## config.mk

```make
export PLATFORM = sky130hd
export DESIGN_NAME = ospt_timer
export DESIGN_NICKNAME = d
export VERILOG_FILES = /design/src/rtl/ospt_pkg.sv /design/src/rtl/ospt_edge_det.sv /design/src/rtl/ospt_timer.sv
export VERILOG_INCLUDE_DIRS = /design/src /design/src/rtl
export SDC_FILE = /design/constraint.sdc
export NUM_CORES = 1
export LEC_CHECK = 0
export ABC_AREA = 1
export BUFFER_PORTS_ARGS = -buffer_cell sky130_fd_sc_hd__buf_4
export CORE_MARGIN = 3
export CORE_UTILIZATION = 50
export CTS_CLUSTER_SIZE = 24
export DETAILED_ROUTE_END_ITERATION = 12
export GPL_ROUTABILITY_DRIVEN = 0
export MAX_ROUTING_LAYER = met4
export PLACE_DENSITY_LB_ADDON = 0.08
export SLEW_MARGIN = 20
export SYNTH_ARGS = -nofsm -noshare
export SYNTH_HDL_FRONTEND = slang
export SYNTH_SLANG_ARGS = --single-unit
export TNS_END_PERCENT = 100
```

## constraint.sdc

```tcl
create_clock -name ref_clk -period 4.1 [get_ports ref_clk]
set_clock_uncertainty 0.05 [all_clocks]
set_input_delay 0.205 -clock ref_clk [delete_from_list [all_inputs] [get_ports ref_clk]]
set_output_delay 0.205 -clock ref_clk [all_outputs]
set_load 0.01 [all_outputs]
```

## src/rtl/ospt_defs.svh

```systemverilog
// constants for the one-shot pulse timer: register offsets, bit positions,
// reset values, timing figures. assumes a 20 MHz ref_clk.
`ifndef OSPT_DEFS_SVH
`define OSPT_DEFS_SVH

// register byte offsets on the axi4-lite bus
`define OSPT_MODE_OFS     12'h000
`define OSPT_CCC_OFS      12'h004
`define OSPT_OUTCTL_OFS   12'h008
`define OSPT_PRESC_OFS    12'h00c
`define OSPT_CYCLE_OFS    12'h010
`define OSPT_DUTY_OFS     12'h014
`define OSPT_COUNT_OFS    12'h018
`define OSPT_STATUS_OFS   12'h01c

// mode control register fields
`define OSPT_MODE_LO_BIT  2
`define OSPT_MODE_HI_BIT  3
`define OSPT_OVF_BIT      0
// output control register fields
`define OSPT_OUTEN_BIT    0
`define OSPT_LVR_BIT      2
`define OSPT_LVS_BIT      3
`define OSPT_OSEN_BIT     5
`define OSPT_TRIG_BIT     6
// prescaler register fields
`define OSPT_PRS_LO_BIT   0
`define OSPT_ES0_BIT      4
`define OSPT_ES1_BIT      5

// reset values
`define OSPT_MODE_RST     8'h00
`define OSPT_OUTCTL_RST   8'h00
`define OSPT_PRESC_RST    8'h00
`define OSPT_CMP_RST      16'h0000
`define OSPT_CCC_RST      8'h00

// prescaler divide exponents, selected by prescaler bits 1:0
`define OSPT_DIV_SEL0     4'h0
`define OSPT_DIV_SEL1     4'h2
`define OSPT_DIV_SEL2     4'h8
`define OSPT_DIV_SEL3     4'h0

`define OSPT_BRESP_OKAY   2'b00
`define OSPT_BRESP_SLVERR 2'b10

`endif

```

## src/rtl/ospt_pkg.sv

```systemverilog
// types shared by the one-shot pulse timer files.
// no constants here; figures live in ospt_defs.svh.
package ospt_pkg;
    // counter operating mode, two bits of the mode control register
    typedef enum logic [1:0] {
        OSPT_STOP,
        OSPT_FREE,
        OSPT_EDGE_CLR,
        OSPT_CYC_CLR
    } ospt_mode_e;

    // valid trigger edge selection
    typedef enum logic [1:0] {
        OSPT_EDGE_FALL,
        OSPT_EDGE_RISE,
        OSPT_EDGE_NONE,
        OSPT_EDGE_BOTH
    } ospt_edge_e;

    // compare match events of one count tick
    typedef struct packed {
        logic cycleMatch;
        logic dutyMatch;
        logic overflow;
    } ospt_match_s;
endpackage

```

## src/rtl/ospt_edge_det.sv

```systemverilog
// valid edge detector for the trigger input pin.
// assumes the pin is synchronous to ref_clk; sampling follows the count tick.
`timescale 1ns/1ps
`include "ospt_defs.svh"

module ospt_edge_det
    import ospt_pkg::*;
(
    input  wire logic       ref_clk,
    input  wire logic       resetn,
    input  wire logic       tick,
    input  wire logic       enable,
    input  wire ospt_edge_e edgeSel,
    input  wire logic       pinIn,
    output logic            validEdge
);
    logic lastLevel_reg;  // last level sampled on a tick
    logic lastLevel_next;
    logic validEdge_reg;  // one tick-pulse per detected edge
    logic validEdge_next;

    assign validEdge = validEdge_reg;

    // edge compare, only while the counter runs
    always_comb begin
        lastLevel_next = lastLevel_reg;
        // held until the next tick takes it; with a slow prescaler or a
        // read pause the one-cycle pulse would fall between ticks
        validEdge_next = tick ? 1'b0 : validEdge_reg;
        if (!enable)
            validEdge_next = 1'b0;
        if (tick) begin
            lastLevel_next = pinIn;
            if (enable) begin
                unique case (edgeSel)
                    OSPT_EDGE_RISE: validEdge_next = pinIn & ~lastLevel_reg;
                    OSPT_EDGE_FALL: validEdge_next = ~pinIn & lastLevel_reg;
                    OSPT_EDGE_BOTH: validEdge_next = pinIn ^ lastLevel_reg;
                    OSPT_EDGE_NONE: validEdge_next = 1'b0;
                endcase
            end
        end
    end

    // sampled state; a stopped timer sees no edges
    always_ff @(posedge ref_clk) begin
        if (!resetn) begin
            lastLevel_reg <= 1'b0;
            validEdge_reg <= 1'b0;
        end else begin
            lastLevel_reg <= lastLevel_next;
            validEdge_reg <= validEdge_next;
        end
    end
endmodule

```

## src/rtl/ospt_timer.sv

```systemverilog
// one-shot pulse timer: 16-bit counter, two compares, axi4-lite registers.
// assumes trigger pin synchronous to ref_clk and a single axi master.
//
// Implementation choices: register access over AXI4-Lite and the register addresses.
`timescale 1ns/1ps
`include "ospt_defs.svh"

module ospt_timer
    import ospt_pkg::*;
(
    input  wire logic        ref_clk,
    input  wire logic        resetn,
    // axi4-lite slave
    input  wire logic [11:0] s_axi_awaddr,
    input  wire logic        s_axi_awvalid,
    output logic             s_axi_awready,
    input  wire logic [31:0] s_axi_wdata,
    input  wire logic [3:0]  s_axi_wstrb,
    input  wire logic        s_axi_wvalid,
    output logic             s_axi_wready,
    output logic [1:0]       s_axi_bresp,
    output logic             s_axi_bvalid,
    input  wire logic        s_axi_bready,
    input  wire logic [11:0] s_axi_araddr,
    input  wire logic        s_axi_arvalid,
    output logic             s_axi_arready,
    output logic [31:0]      s_axi_rdata,
    output logic [1:0]       s_axi_rresp,
    output logic             s_axi_rvalid,
    input  wire logic        s_axi_rready,
    // pins
    input  wire logic        trigPin,
    output logic             timerOut,
    output logic             cycleMatchIrq,
    output logic             dutyMatchIrq
);
    // register state
    logic [7:0]  mode_reg, mode_next;      // mode control
    logic [7:0]  ccc_reg, ccc_next;        // capture/compare control
    logic [7:0]  outCtl_reg, outCtl_next;  // output control (no trigger)
    logic [7:0]  presc_reg, presc_next;    // prescaler and edge select
    logic [15:0] cycle_reg, cycle_next;    // cycle compare
    logic [15:0] duty_reg, duty_next;      // duty compare
    logic [15:0] count_reg, count_next;    // counter value
    logic        out_reg, out_next;        // timer output level
    logic        pulse_reg, pulse_next;    // one-shot pulse in progress
    logic        armed_reg, armed_next;    // pulse window not yet done
    logic        trigPend_reg, trigPend_next; // trigger awaiting a tick
    logic        cycIrq_reg, cycIrq_next;
    logic        dutyIrq_reg, dutyIrq_next;
    logic [7:0]  presc_cnt_reg, presc_cnt_next; // count clock divider
    // bus state
    logic        awGot_reg, awGot_next;
    logic        wGot_reg, wGot_next;
    logic [11:0] awAddr_reg, awAddr_next;
    logic [31:0] wData_reg, wData_next;
    logic [3:0]  wStrb_reg, wStrb_next;
    logic        bValid_reg, bValid_next;
    logic [1:0]  bResp_reg, bResp_next;
    logic        rValid_reg, rValid_next;
    logic [31:0] rData_reg, rData_next;
    logic [1:0]  rResp_reg, rResp_next;
    logic        readHold_reg, readHold_next; // counter read in progress

    ospt_mode_e  opMode;
    ospt_match_s match;
    logic        running;
    logic        tick;
    logic        validEdge;
    logic [3:0]  divExp;
    logic        wrFire;
    logic        swTrig;

    // known register offset check, used by read and write decode
    function automatic logic isMapped(input logic [11:0] a);
        isMapped = (a == `OSPT_MODE_OFS) || (a == `OSPT_CCC_OFS) ||
                   (a == `OSPT_OUTCTL_OFS) || (a == `OSPT_PRESC_OFS) ||
                   (a == `OSPT_CYCLE_OFS) || (a == `OSPT_DUTY_OFS) ||
                   (a == `OSPT_COUNT_OFS) || (a == `OSPT_STATUS_OFS);
    endfunction

    assign opMode  = ospt_mode_e'(mode_reg[`OSPT_MODE_HI_BIT:`OSPT_MODE_LO_BIT]);
    assign running = (opMode != OSPT_STOP);
    assign wrFire  = awGot_reg & wGot_reg & ~bValid_reg;

    // prescaler exponent select
    always_comb begin
        unique case (presc_reg[1:0])
            2'd0: divExp = `OSPT_DIV_SEL0;
            2'd1: divExp = `OSPT_DIV_SEL1;
            2'd2: divExp = `OSPT_DIV_SEL2;
            2'd3: divExp = `OSPT_DIV_SEL3;
        endcase
    end

    // count tick: divider rolls over, paused during a counter read
    assign tick = running & ~readHold_reg &
                  ((presc_cnt_reg & ((8'h01 << divExp) - 8'h01)) == 8'h00);

    // match events on the current count value
    assign match.cycleMatch = tick & (count_reg == cycle_reg);
    assign match.dutyMatch  = tick & (count_reg == duty_reg);
    // wrap from ffff; zero compare then fires on 0000 to 0001
    assign match.overflow   = tick & (count_reg == 16'hffff);

    // software trigger strobe from a write of the output control register
    assign swTrig = wrFire & (awAddr_reg == `OSPT_OUTCTL_OFS) & wStrb_reg[0] &
                    wData_reg[`OSPT_TRIG_BIT];

    ospt_edge_det uEdge (
        .ref_clk  (ref_clk),
        .resetn   (resetn),
        .tick     (tick),
        .enable   (running),
        .edgeSel  (ospt_edge_e'(presc_reg[`OSPT_ES1_BIT:`OSPT_ES0_BIT])),
        .pinIn    (trigPin),
        .validEdge(validEdge)
    );

    // counter, output and match logic
    always_comb begin
        presc_cnt_next = running ? presc_cnt_reg + 8'h01 : 8'h00;
        count_next     = count_reg;
        out_next       = out_reg;
        pulse_next     = pulse_reg;
        armed_next     = armed_reg;
        trigPend_next  = trigPend_reg;
        cycIrq_next    = 1'b0;
        dutyIrq_next   = 1'b0;
        // one-shot allowed only outside cycle-clear mode
        if (swTrig && outCtl_reg[`OSPT_OSEN_BIT] && running &&
            opMode != OSPT_CYC_CLR) begin
            trigPend_next = 1'b1;
        end
        if (!running) begin
            count_next    = 16'h0000;
            out_next      = 1'b0;
            pulse_next    = 1'b0;
            armed_next    = 1'b0;
            trigPend_next = 1'b0;
        end else if (tick) begin
            // start skews by up to one tick
            if (trigPend_reg ||
                (validEdge && outCtl_reg[`OSPT_OSEN_BIT] &&
                 opMode != OSPT_CYC_CLR)) begin
                count_next    = 16'h0000;
                trigPend_next = 1'b0;
                armed_next    = 1'b1;
                out_next      = 1'b0;
            end else begin
                if (opMode == OSPT_CYC_CLR && match.cycleMatch)
                    count_next = 16'h0000;
                else if (opMode == OSPT_EDGE_CLR && validEdge)
                    count_next = 16'h0000;
                else
                    count_next = count_reg + 16'h0001;
                cycIrq_next  = match.cycleMatch;
                dutyIrq_next = match.dutyMatch;
                if (armed_reg && outCtl_reg[`OSPT_OUTEN_BIT]) begin
                    if (duty_reg < cycle_reg) begin
                        if (match.dutyMatch) begin
                            out_next   = 1'b1;
                            pulse_next = 1'b1;
                        end
                        if (match.cycleMatch && pulse_reg) begin
                            out_next   = 1'b0;
                            pulse_next = 1'b0;
                            armed_next = 1'b0;
                        end
                    end else begin
                        if (match.cycleMatch) begin
                            out_next   = 1'b1;
                            pulse_next = 1'b1;
                        end
                        if (match.dutyMatch && pulse_reg) begin
                            out_next   = 1'b0;
                            pulse_next = 1'b0;
                            armed_next = 1'b0;
                        end
                    end
                end
            end
        end
    end

    // axi write, read and register update
    always_comb begin
        awGot_next   = awGot_reg;
        wGot_next    = wGot_reg;
        awAddr_next  = awAddr_reg;
        wData_next   = wData_reg;
        wStrb_next   = wStrb_reg;
        bValid_next  = bValid_reg;
        bResp_next   = bResp_reg;
        rValid_next  = rValid_reg;
        rData_next   = rData_reg;
        rResp_next   = rResp_reg;
        readHold_next = 1'b0;
        mode_next    = mode_reg;
        ccc_next     = ccc_reg;
        outCtl_next  = outCtl_reg;
        presc_next   = presc_reg;
        cycle_next   = cycle_reg;
        duty_next    = duty_reg;
        // overflow flag is hardware set, set wins over software clear
        if (s_axi_awvalid && !awGot_reg) begin
            awGot_next  = 1'b1;
            awAddr_next = s_axi_awaddr;
        end
        if (s_axi_wvalid && !wGot_reg) begin
            wGot_next  = 1'b1;
            wData_next = s_axi_wdata;
            wStrb_next = s_axi_wstrb;
        end
        if (wrFire) begin
            awGot_next  = 1'b0;
            wGot_next   = 1'b0;
            bValid_next = 1'b1;
            bResp_next  = isMapped(awAddr_reg) ? `OSPT_BRESP_OKAY
                                               : `OSPT_BRESP_SLVERR;
            if (wStrb_reg[0]) begin
                unique case (awAddr_reg)
                    `OSPT_MODE_OFS:   mode_next   = wData_reg[7:0];
                    `OSPT_CCC_OFS:    ccc_next    = wData_reg[7:0];
                    // trigger, set and reset bits not stored
                    `OSPT_OUTCTL_OFS: outCtl_next = wData_reg[7:0] & 8'hb3;
                    `OSPT_PRESC_OFS:  presc_next  = wData_reg[7:0];
                    `OSPT_CYCLE_OFS:  cycle_next[7:0] = wData_reg[7:0];
                    `OSPT_DUTY_OFS:   duty_next[7:0]  = wData_reg[7:0];
                    default: ;
                endcase
            end
            if (wStrb_reg[1]) begin
                if (awAddr_reg == `OSPT_CYCLE_OFS)
                    cycle_next[15:8] = wData_reg[15:8];
                if (awAddr_reg == `OSPT_DUTY_OFS)
                    duty_next[15:8] = wData_reg[15:8];
            end
        end
        if (match.overflow)
            mode_next[`OSPT_OVF_BIT] = 1'b1;
        if (bValid_reg && s_axi_bready)
            bValid_next = 1'b0;
        // read: a count read pauses the counter for one cycle of hold
        if (s_axi_arvalid && !rValid_reg) begin
            rValid_next = 1'b1;
            rResp_next  = isMapped(s_axi_araddr) ? `OSPT_BRESP_OKAY
                                                 : `OSPT_BRESP_SLVERR;
            rData_next  = 32'h0000_0000;
            unique case (s_axi_araddr)
                `OSPT_MODE_OFS:   rData_next[7:0]  = mode_reg;
                `OSPT_CCC_OFS:    rData_next[7:0]  = ccc_reg;
                `OSPT_OUTCTL_OFS: rData_next[7:0]  = outCtl_reg;
                `OSPT_PRESC_OFS:  rData_next[7:0]  = presc_reg;
                `OSPT_CYCLE_OFS:  rData_next[15:0] = cycle_reg;
                `OSPT_DUTY_OFS:   rData_next[15:0] = duty_reg;
                `OSPT_COUNT_OFS: begin
                    rData_next[15:0] = count_reg;
                    readHold_next    = 1'b1;
                end
                `OSPT_STATUS_OFS: rData_next[2:0] =
                    {armed_reg, pulse_reg, out_reg};
                default: ;
            endcase
        end
        if (rValid_reg && s_axi_rready)
            rValid_next = 1'b0;
    end

    // registers
    always_ff @(posedge ref_clk) begin
        if (!resetn) begin
            mode_reg <= `OSPT_MODE_RST;
            ccc_reg <= `OSPT_CCC_RST;
            outCtl_reg <= `OSPT_OUTCTL_RST;
            presc_reg <= `OSPT_PRESC_RST;
            cycle_reg <= `OSPT_CMP_RST;
            duty_reg <= `OSPT_CMP_RST;
            count_reg <= 16'h0000;
            out_reg <= 1'b0;
            pulse_reg <= 1'b0;
            armed_reg <= 1'b0;
            trigPend_reg <= 1'b0;
            cycIrq_reg <= 1'b0;
            dutyIrq_reg <= 1'b0;
            presc_cnt_reg <= 8'h00;
            awGot_reg <= 1'b0;
            wGot_reg <= 1'b0;
            awAddr_reg <= 12'h000;
            wData_reg <= 32'h0000_0000;
            wStrb_reg <= 4'h0;
            bValid_reg <= 1'b0;
            bResp_reg <= 2'b00;
            rValid_reg <= 1'b0;
            rData_reg <= 32'h0000_0000;
            rResp_reg <= 2'b00;
            readHold_reg <= 1'b0;
        end else begin
            mode_reg <= mode_next;
            ccc_reg <= ccc_next;
            outCtl_reg <= outCtl_next;
            presc_reg <= presc_next;
            cycle_reg <= cycle_next;
            duty_reg <= duty_next;
            count_reg <= count_next;
            out_reg <= out_next;
            pulse_reg <= pulse_next;
            armed_reg <= armed_next;
            trigPend_reg <= trigPend_next;
            cycIrq_reg <= cycIrq_next;
            dutyIrq_reg <= dutyIrq_next;
            presc_cnt_reg <= presc_cnt_next;
            awGot_reg <= awGot_next;
            wGot_reg <= wGot_next;
            awAddr_reg <= awAddr_next;
            wData_reg <= wData_next;
            wStrb_reg <= wStrb_next;
            bValid_reg <= bValid_next;
            bResp_reg <= bResp_next;
            rValid_reg <= rValid_next;
            rData_reg <= rData_next;
            rResp_reg <= rResp_next;
            readHold_reg <= readHold_next;
        end
    end

    // outputs straight from flops
    assign s_axi_awready = ~awGot_reg;
    assign s_axi_wready  = ~wGot_reg;
    assign s_axi_bvalid  = bValid_reg;
    assign s_axi_bresp   = bResp_reg;
    assign s_axi_arready = ~rValid_reg;
    assign s_axi_rvalid  = rValid_reg;
    assign s_axi_rdata   = rData_reg;
    assign s_axi_rresp   = rResp_reg;
    assign timerOut      = out_reg;
    assign cycleMatchIrq = cycIrq_reg;
    assign dutyMatchIrq  = dutyIrq_reg;
endmodule

```

==> results.py, run 1 <==
metrics = {
    "outcome": {
        "status": "finished clean",
    },
    "logic_synthesis": {
        "synth-edff-count": 0,
        "yosys-top-cells-area": "dfxtp_1, nand2_1, nor2_1",
        "ys_ff_latch": 146,
        "synth_common_cells": "nand2_1, nor2_1, dfxtp_1, inv_1, o21ai_0",
        "synth-main-ff-cell": "dfxtp_1",
        "netlist.area_leader.share_pct": 39.9,
        "yosysUniqueCellTypes": 42,
        "post_synth.cell_area_avg_sq_um": 7.09,
        "yosys_warnings": 0,
        "synthCells": 1033,
        "synth_top_area_cell": "dfxtp_1",
        "async_reset_ff_share_pct": 0,
        "yosysMostFrequentCell": "nand2_1",
        "synth_area_sq_mm": 0.00733,
        "ys_seq_area_share_pct": 39.9,
    },
    "critical_path": {
        "crit_path_max_fanout": 19,
        "endpoint_kind": "flip-flop",
        "reg2reg_slack_ns": 1.72,
        "arrival_ns": 2.68,
        "startpoint": "s_axi_rvalid$_SDFFE_PP0P_",
        "criticalPathCategory": "reg -> reg",
        "crit_path_start_kind": "flip-flop",
        "r2r_cells": 7,
        "worstPathRequired_ns": 4.40,
        "r2r_start": "s_axi_rvalid$_SDFFE_PP0P_",
        "reg2reg_to": "s_axi_rdata[5]$_SDFFE_PN0P_",
    },
    "timing": {
        "relSlewSlack_pct": 38.6,
        "setup_tns_ns": 0,
        "layout_setup_ws_ns": 1.72,
        "setup_viol": 0,
        "finalHoldViolCount": 0,
        "final.min_clock_period_ns": 2.38,
        "fmax_mhz": 420,
        "rsz0062_at_grt": "false",
        "period_share_pct": 58.1,
        "tightest_slew_ns": 0.918,
        "maxSlewViolCount": 0,
    },
    "floorplanning": {
        "core-area_sq_mm": 0.0141,
        "std_cell_rows": 43,
        "dieArea_sq_mm": 0.0161,
        "start_util_pct": 52.0,
        "ios": 112,
        "die_x_um": 127,
        "dieHeight_um": 127,
    },
    "cells_and_area": {
        "nNetsFinal": 1210,
        "multi_input_area_sq_mm": 0.00366,
        "regArea_sq_mm": 0.00292,
        "fillers": 1334,
        "n_antenna_cell": 0,
        "drive_gt1_share_pct": 12.5,
        "area_growth_pct": 19.3,
    },
    "global_routing": {
        "grt_overflow": 0,
        "antenna_found_initial": 0,
        "globalRouteTotalUtil_pct": 26.0,
        "grt_pass1_wl_um": 32500,
        "grt_pass1_vias": 6413,
        "grt_max_degree": 78,
    },
    "clock_tree": {
        "cts.clk_slew.worst_paths_ns": 0.06,
        "cts_resized": 0,
        "root_buffer": "clkbuf_16",
        "cts.path.max_buffers": 2,
        "clk_latency_ns": 0.42,
        "tritoncts": "done",
        "clock-sinks": 146,
        "numCtsBuffers": 17,
        "htreeDepth": 4,
    },
    "job": {
        "cap_viol_max_count": 0,
    },
    "detailed_routing": {
        "num_vias": 6966,
        "drc": 0,
        "routedWlPerCell_um": 15.3,
        "via_per_inst": 5.30,
        "drt.antenna.violating_nets": 0,
        "first_iter_violations": 714,
        "routed_wirelength_um": 20200,
        "first_pass_iters": 5,
    },
    "hold_path": {
        "hold_start": "s_axi_awaddr[4]",
        "min_path_cells": 3,
        "worstHoldEndpoint": "awAddr_reg[4]$_SDFFE_PN0P_",
        "hold_class": "in -> reg",
    },
    "power_and_ir_drop": {
        "p_leak_nw": 3.71,
        "p_total_mw": 3.21,
        "powerDensity_mw_per_mm2": 367,
        "vdd_ir_drop_max_v": 0.000290,
    },
    "place": {
        "portBuffers": 75,
        "post-place-ws_ns": 1.68,
        "place_hpwl_um": 14100,
    },
}
-- worst max-delay path by stage --
stage | slack [ns] | to
5_1_grt | 1.46 | s_axi_rdata[5]$_SDFFE_PN0P_
6_report | 1.72 | s_axi_rdata[5]$_SDFFE_PN0P_
4_1_cts | 1.66 | s_axi_rdata[5]$_SDFFE_PN0P_
2_1_floorplan | 2.39 | timerOut$_SDFFE_PN0P_
3_3_place_gp | 1.72 | s_axi_rdata[5]$_SDFFE_PN0P_
3_5_place_dp | 1.68 | s_axi_rdata[5]$_SDFFE_PN0P_
-- final cells by class --
class	instances	area share [%]
sequential	146	33.4
clock buffer	22	5.31
clock inverter	10	1.25
tap	180	2.58
timing repair buffer	105	9.79
multi-input combinational	719	41.9
inverter	133	5.71
-- cell families after synthesis --
| kind of cell | after synthesis | share of synthesized area (%) |
|---|---|---|
| adder cells (fa/ha/maj) | 20 | 3.41 |
| AO/OA/AOI/OAI | 234 | 18.1 |
| other | 1 | 0.0512 |
| buffers and inverters | 185 | 11.0 |
| AND/OR/NAND/NOR | 421 | 24.4 |
| XOR/XNOR | 26 | 3.11 |
| flip-flops | 146 | 39.9 |
-- placed cells by master (no fill, tap or decap), types with 8 or more instances in the layout --
master / netlist / layout
a211oi_1: 13 / 13
ha_1: 20 / 20
clkbuf_16: 0 / 17
buf_4: 18 / 78
nand2_1: 184 / 184
conb_1: 1 / 18
o21ai_0: 88 / 88
xor2_1: 25 / 25
nor3_1: 16 / 16
dfxtp_1: 146 / 146
inv_1: 124 / 124
a21oi_1: 85 / 85
dlygate4sd3_1: 0 / 27
nand4_1: 13 / 13
o22ai_1: 25 / 25
inv_2: 8 / 8
nor2_1: 159 / 159
nand3_1: 26 / 26
-- layer usage --
layer  GRT usage [%]  up-vias  part of all wire (%)
met1            34.5     3177                    45
met5               -        -                     0
li1                -     3508                     -
met2            39.5      242                    45
met3            6.02       39                   8.0
met4            8.14        0                   2.5
-- critical path, stage by stage, from the launching register on --
cell and delay [ns]:
dfxtp_1 0.31, inv_1 0.08, nand2_1 0.55, inv_1 0.77
nand2_1 0.15, inv_1 0.17, nand2_1 0.11, a21oi_1 0.13
-- power breakdown --
| part | internal, mW | switching, mW |
|---|---|---|
| clock | 0.923 | 0.604 |
| sequential | 1.45 | 0.0295 |
| combinational | 0.0855 | 0.120 |
-- what timing repair did --
| item | CTS | global route |
|---|---|---|
| hold endpoints to repair | 27 | 0 |
| hold buffers | 27 | 0 |
| setup buffers | 0 | 0 |
-- per-stage QoR --
step / cells / cell area (sq um) / hold WS, ns / utilization, %
floorplan: 1050 / 7390 / 0.254 / -
global placement: 1256 / 7900 / 0.340 / 56.0
detailed placement: 1256 / 7900 / 0.346 / 56.0
CTS: 1315 / 8740 / 0.0105 / 62.0
global route: 1315 / 8740 / 0.0298 / 62.0
finish: 1315 / 8740 / 0.0289 / 62.0
Power figures use the tool's default switching activity.
==> inputs of run 2 (changes only) <==
==> constraint.sdc (replaced) <==
create_clock -name ref_clk -period 2.1 [get_ports ref_clk]
set_clock_uncertainty 0.05 [all_clocks]
set_input_delay 0.105 -clock ref_clk [delete_from_list [all_inputs] [get_ports ref_clk]]
set_output_delay 0.105 -clock ref_clk [all_outputs]
set_load 0.01 [all_outputs]
==> run 2 against run 1 <==
- sequential power rose by 95%
- wire length down 0.19%
- critical path type unchanged
- count of clock-buffer cells in the layout is 2 lower
- clock power is 92% higher
- register-to-register slack worse by 1.6 ns
- first-iteration DRC count fell by 16%
- die area is the same
- sequential cell count unchanged
- global-route usage rose by 0.48 points
- non-clock buffer count up 31
==> results.py, run 2 (synthesized netlist as in run 1, its figures left out) <==
metrics = {
    "outcome": {
        "status": "finished clean",
    },
    "critical_path": {
        "r2r_start": "cycle_reg[11]$_SDFFE_PN0P_",
        "endpoint": "pulse_reg$_SDFFE_PN0P_",
        "crit_path_max_fanout": 3,
        "startpoint": "cycle_reg[11]$_SDFFE_PN0P_",
        "crit_path_start_kind": "flip-flop",
        "endpoint_kind": "flip-flop",
        "arrival_ns": 2.25,
        "reg2reg_slack_ns": 0.12,
        "r2r_cells": 12,
        "worstPathRequired_ns": 2.37,
        "reg2reg_to": "pulse_reg$_SDFFE_PN0P_",
        "criticalPathCategory": "reg -> reg",
    },
    "timing": {
        "fmax_mhz": 506,
        "setup_viol": 0,
        "final.min_clock_period_ns": 1.98,
        "tightest_slew_ns": 0.672,
        "relSlewSlack_pct": 55.2,
        "layout_setup_ws_ns": 0.122,
        "hold-worst-slack_ns": 0.0510,
        "setup_tns_ns": 0,
        "maxSlewViolCount": 0,
        "period_share_pct": 94.2,
        "finalHoldViolCount": 0,
    },
    "place": {
        "place_hpwl_um": 14500,
        "post-place-ws_ns": 0.0198,
        "portBuffers": 75,
    },
    "cells_and_area": {
        "n_antenna_cell": 0,
        "multi_input_area_sq_mm": 0.00369,
        "mostFrequentLayoutCell": "nand2_1",
        "fillers": 1299,
        "layout_common_cells": "nand2_1, nor2_1, dfxtp_1",
        "area_growth_pct": 23.1,
        "nNetsFinal": 1241,
        "regArea_sq_mm": 0.00292,
        "drive_gt1_share_pct": 14.9,
    },
    "global_routing": {
        "grt_pass1_wl_um": 32900,
        "grt_max_degree": 40,
        "grt_overflow": 0,
        "globalRouteTotalUtil_pct": 26.5,
        "antenna_found_initial": 0,
        "grt_pass1_vias": 6436,
    },
    "detailed_routing": {
        "drt.antenna.violating_nets": 0,
        "via_per_inst": 5.21,
        "first_iter_violations": 600,
        "first_pass_iters": 5,
        "routed_wirelength_um": 20100,
        "routedWlPerCell_um": 15.0,
        "drc": 0,
        "num_vias": 7006,
    },
    "floorplanning": {
        "std_cell_rows": 43,
        "dieHeight_um": 127,
        "dieArea_sq_mm": 0.0161,
        "core-area_sq_mm": 0.0141,
        "die_x_um": 127,
        "start_util_pct": 52.0,
        "ios": 112,
    },
    "job": {
        "cap_viol_max_count": 0,
    },
    "clock_tree": {
        "cts.path.max_buffers": 2,
        "root_buffer": "clkbuf_16",
        "numCtsBuffers": 17,
        "clk_latency_ns": 0.43,
        "tritoncts": "done",
        "clock-sinks": 146,
        "cts.clk_slew.worst_paths_ns": 0.06,
        "htreeDepth": 4,
    },
    "power_and_ir_drop": {
        "vdd_ir_drop_max_v": 0.000567,
        "p_total_mw": 6.26,
        "powerDensity_mw_per_mm2": 693,
        "p_leak_nw": 3.85,
    },
    "hold_path": {
        "hold_class": "in -> reg",
    },
}
run 2: changes by cell type in the layout (fill, tap and decap cells not counted), moves of 3 or more:
cell and change:
nand2_2 +3, nand2_1 -3, clkinvlp_4 +4, clkbuf_1 -3, buf_4 +23, dlygate4sd3_1 +8
run 2: per-stage QoR:
step,std cells,utilization [%],cell area (sq um)
3_3_place_gp,1278,57.2,8060
2_1_floorplan,1050,-,7390
6_report,1346,64.0,9020
5_1_grt,1346,64.0,9020
4_1_cts,1345,63.8,8990
3_5_place_dp,1278,57.2,8060
run 2: area by class of cell:
| class | count | share of cell area, % |
|---|---|---|
| clock buffer | 20 | 5.17 |
| clock inverter | 12 | 1.19 |
| inverter | 133 | 5.53 |
| multi-input combinational | 719 | 40.9 |
| sequential | 146 | 32.4 |
| tap | 180 | 2.50 |
| timing repair buffer | 136 | 12.3 |
run 2: report_power, final:
part	internal (mW)	total, mW	switching, mW	leakage (nW)
clock	1.72	2.94	1.22	0.266
combinational	0.188	0.428	0.240	2.40
sequential	2.83	2.88	0.0560	1.18
total	4.74	6.26	1.52	3.85
run 2: worst min-delay path by stage:
stage | startpoint | end | slack [ns] | cells past startpoint
after floorplan | s_axi_bready | s_axi_bvalid$_SDFFE_PP0N_ | 0.15 | 1
after global placement | s_axi_bready | s_axi_bvalid$_SDFFE_PP0N_ | 0.24 | 2
after detailed placement | s_axi_bready | s_axi_bvalid$_SDFFE_PP0N_ | 0.24 | 2
after CTS | resetn | cycle_reg[6]$_SDFFE_PN0P_ | 0.03 | 3
after global routing | resetn | duty_reg[9]$_SDFFE_PN0P_ | 0.06 | 3
final | resetn | duty_reg[13]$_SDFFE_PN0P_ | 0.05 | 3
run 2: critical path, cell delays in order (launching register included):
cell and delay [ns]:
dfxtp_1 0.35, inv_1 0.09, ha_1 0.33, a21oi_1 0.17
o21ai_0 0.11, nand2_1 0.08, nand3_1 0.12, a21oi_2 0.19
nand2_1 0.07, nor2_1 0.13, nor2_1 0.06, nand3_1 0.08
nand2_1 0.06
run 2: per-layer routing:
metal,up-vias,track usage (%),wire (um)
li1,3579,-,-
met4,0,8.58,409
met2,242,40.0,9020
met1,3154,35.8,9300
met3,31,5.31,1410
met5,-,-,0
run 2: repair_timing:
| item | CTS | global route |
|---|---|---|
| endpoints found under the setup margin | 0 | 4 |
| hold buffers | 35 | 0 |
| buffers inserted | 0 | 1 |
| endpoints found under the hold margin | 35 | 0 |
| resized for setup | 0 | 8 |
==> inputs of run 3 (changes only) <==
--- a/config.mk
+++ b/config.mk
@@ -6,7 +6,6 @@
 export SDC_FILE = /design/constraint.sdc
 export NUM_CORES = 1
 export LEC_CHECK = 0
-export ABC_AREA = 1
 export BUFFER_PORTS_ARGS = -buffer_cell sky130_fd_sc_hd__buf_4
 export CORE_MARGIN = 3
 export CORE_UTILIZATION = 50
==> run 3 against run 2 <==
- the run now ends with setup timing left
- count of clock-buffer cells in the layout grew 1
- clock power is 2% lower
- synthesized cell count down 19%
- via count fell by 8.4%
- sequential cell count stayed put
- worst setup slack got worse by 0.29 ns
- wire length shrank 2.7%
- highest routed layer unchanged
==> results.py, run 3 <==
metrics = {
    "outcome": {
        "status": "complete, but fails checks",
        "violations": "setup timing",
    },
    "logic_synthesis": {
        "ys_ff_latch": 146,
        "ys_seq_area_share_pct": 39.3,
        "post_synth.cell_area_avg_sq_um": 8.92,
        "synth_xor_xnor_area_share_pct": 6.13,
        "synthAdderAreaFrac_pct": 3.37,
        "async_reset_ff_share_pct": 0,
        "yosys_warnings": 0,
        "yosys-top-cells-area": "dfxtp_1, mux2i_1, nor2b_1",
        "yosysUniqueCellTypes": 52,
        "synthCells": 833,
        "synth_area_sq_mm": 0.00743,
        "yosys.area_share.simple_pct": 21.0,
        "yosysMostFrequentCell": "dfxtp_1",
        "netlist.area_leader.share_pct": 39.3,
        "synth_top_area_cell": "dfxtp_1",
        "synth-edff-count": 0,
        "yosys-mux-area-fraction_pct": 12.9,
        "synth-main-ff-cell": "dfxtp_1",
        "synth_common_cells": "dfxtp_1, nand2_1, nor2b_1, mux2i_1, clkbuf_1",
        "synth-compound-area-share_pct": 11.0,
        "synth_top_family_by_area": "simple AND/OR/NAND/NOR gates",
    },
    "clock_tree": {
        "root_buffer": "clkbuf_16",
        "tritoncts": "done",
        "clock-sinks": 146,
        "clk_latency_ns": 0.44,
        "numCtsBuffers": 17,
        "cts.clk_slew.worst_paths_ns": 0.06,
        "cts.path.max_buffers": 2,
        "htreeDepth": 4,
    },
    "detailed_routing": {
        "drc": 0,
        "routed_wirelength_um": 19600,
        "routedWlPerCell_um": 16.5,
        "drt.antenna.violating_nets": 0,
        "num_vias": 6415,
        "first_iter_violations": 311,
        "first_pass_iters": 5,
        "via_per_inst": 5.40,
    },
    "power_and_ir_drop": {
        "vdd_ir_drop_max_v": 0.000595,
        "p_leak_nw": 4.02,
        "powerDensity_mw_per_mm2": 619,
    },
    "cells_and_area": {
        "area_growth_pct": 33.9,
        "nNetsFinal": 1084,
        "regArea_sq_mm": 0.00294,
        "fillers": 1043,
        "n_antenna_cell": 0,
        "drive_gt1_share_pct": 26.4,
        "layout_common_cells": "buf_4, dfxtp_1, nand2_1",
        "layout.core_utilization_pct": 70.0,
        "mostFrequentLayoutCell": "buf_4",
        "multi_input_area_sq_mm": 0.00443,
        "instances_no_fill": 1189,
    },
    "critical_path": {
        "crit_path_max_fanout": 2,
        "crit_slowest_cell": "a2111oi_1",
        "endpoint_kind": "flip-flop",
        "worstPathRequired_ns": 2.41,
        "path_cells": "inv_1 -> ha_1 -> a2111oi_1 -> or4_4 -> nand3_4 -> mux2_4 -> o21ai_2 -> mux2i_1",
        "arrival_ns": 2.57,
        "crit_path_start_kind": "flip-flop",
        "criticalPathCategory": "reg -> reg",
        "cp_slowest_stage_delay_ns": 0.49,
    },
    "floorplanning": {
        "dieArea_sq_mm": 0.0164,
        "ios": 112,
        "dieHeight_um": 128,
        "core-area_sq_mm": 0.0142,
        "std_cell_rows": 43,
        "die_x_um": 128,
        "start_util_pct": 52.3,
    },
    "place": {
        "place_hpwl_um": 13700,
        "dp_cells": 1113,
        "portBuffers": 75,
    },
    "timing": {
        "rsz0062_at_grt": "true",
        "finalHoldViolCount": 0,
        "period_share_pct": 108,
        "fmax_mhz": 442,
        "tightest_slew_ns": 0.755,
        "setup_viol": 19,
        "layout_setup_ws_ns": -0.164,
        "final.min_clock_period_ns": 2.26,
        "maxSlewViolCount": 0,
        "relSlewSlack_pct": 49.6,
    },
    "global_routing": {
        "antenna_found_initial": 0,
        "grt_pass1_wl_um": 31700,
        "grt_overflow": 0,
        "globalRouteTotalUtil_pct": 25.2,
        "grt_max_degree": 78,
        "grt_pass1_vias": 6384,
    },
    "job": {
        "cap_viol_max_count": 0,
    },
    "hold_path": {
        "hold_class": "in -> reg",
    },
}
==> run 3: cell types whose count changed after synthesis, moves of 29 or more <==
| cell | previous run | this run |
|---|---|---|
| nor2b_1 | 0 | 85 |
| nor2_1 | 159 | 46 |
| a21oi_1 | 85 | 12 |
| mux2i_1 | 0 | 78 |
| a21boi_0 | 0 | 35 |
| o21ai_0 | 88 | 27 |
| nand2_1 | 184 | 98 |
| clkbuf_1 | 18 | 47 |
| inv_1 | 124 | 28 |
==> run 3: report_power, final <==
| group | internal (mW) | total (mW) | switching (mW) |
|---|---|---|---|
| combinational | 0.208 | 0.397 | 0.189 |
| sequential | 2.81 | 2.87 | 0.0559 |
| clock | 1.66 | 2.89 | 1.23 |
| total | 4.68 | 6.16 | 1.47 |
==> run 3: logic make-up (layout without fill, tap and decap cells) <==
group           Yosys count  in the layout
fa+ha+maj                20             20
xor+xnor                 52             52
compound gates          118            118
other cells               1             18
simple gates            307            307
buf+inv                 100            259
flops                   146            146
mux                      89             89
==> run 3: through the flow <==
step	instance area [sq um]	TNS (ns)	power (mW)	hold WS (ns)	setup slack [ns]
2_1_floorplan	7550	-0.399	3.13	0.193	-0.0365
3_3_place_gp	8690	-0.851	3.24	0.287	-0.101
3_5_place_dp	8690	-1.78	3.25	0.296	-0.260
4_1_cts	9810	-0.891	6.18	0.0237	-0.149
5_1_grt	9950	-2.95	6.37	0.0595	-0.264
6_report	9950	-0.657	6.16	0.0463	-0.164
==> run 3: what timing repair did <==
item / in CTS / in global routing
pin swaps: 25 / 20
buffers inserted: 3 / 4
resized for setup: 38 / 24
hold endpoints to repair: 39 / 0
setup endpoints to repair: 29 / 46
hold buffers: 37 / 0
==> run 3: routing by layer <==
layer / wire, um / share of wire, % / track usage [%] / vias to the layer above
li1: - / - / - / 3121
met1: 8850 / 45 / 31.9 / 3068
met2: 9400 / 48 / 40.1 / 188
met3: 937 / 4.8 / 5.50 / 38
met4: 398 / 2.0 / 8.80 / 0
met5: 0 / 0 / - / -
==> run 3: path summary, 6_finish.rpt <==
check | from | slack, ns | to | depth (start not counted)
setup / recovery | cycle_reg[1]$_SDFFE_PN0P_ | -0.16 | timerOut$_SDFFE_PN0P_ | 8
hold reg to reg | awAddr_reg[0]$_SDFFE_PN0P_ | 0.42 | awAddr_reg[0]$_SDFFE_PN0P_ | 2
setup reg to reg | cycle_reg[1]$_SDFFE_PN0P_ | -0.16 | timerOut$_SDFFE_PN0P_ | 8
hold / removal | s_axi_araddr[4] | 0.05 | readHold_reg$_SDFF_PN0_ | 3
==> run 3: area by class of cell <==
class / count / area share [%]
Multi-Input combinational cell: 604 / 44.5
Timing Repair Buffer: 199 / 17.1
Clock buffer: 21 / 4.53
Sequential cell: 146 / 29.5
Tap cell: 180 / 2.26
Clock inverter: 11 / 1.06
Inverter: 28 / 1.06
==> run 3: critical path, delay by kind of cell (launching register included) <==
| family | cells | cell delay [ns] |
|---|---|---|
| AO/OA/AOI/OAI | 2 | 0.62 |
| multiplexers | 2 | 0.52 |
| flip-flops | 1 | 0.33 |
| AND/OR/NAND/NOR | 2 | 0.33 |
| adder cells (fa/ha/maj) | 1 | 0.29 |
| buffers and inverters | 1 | 0.04 |
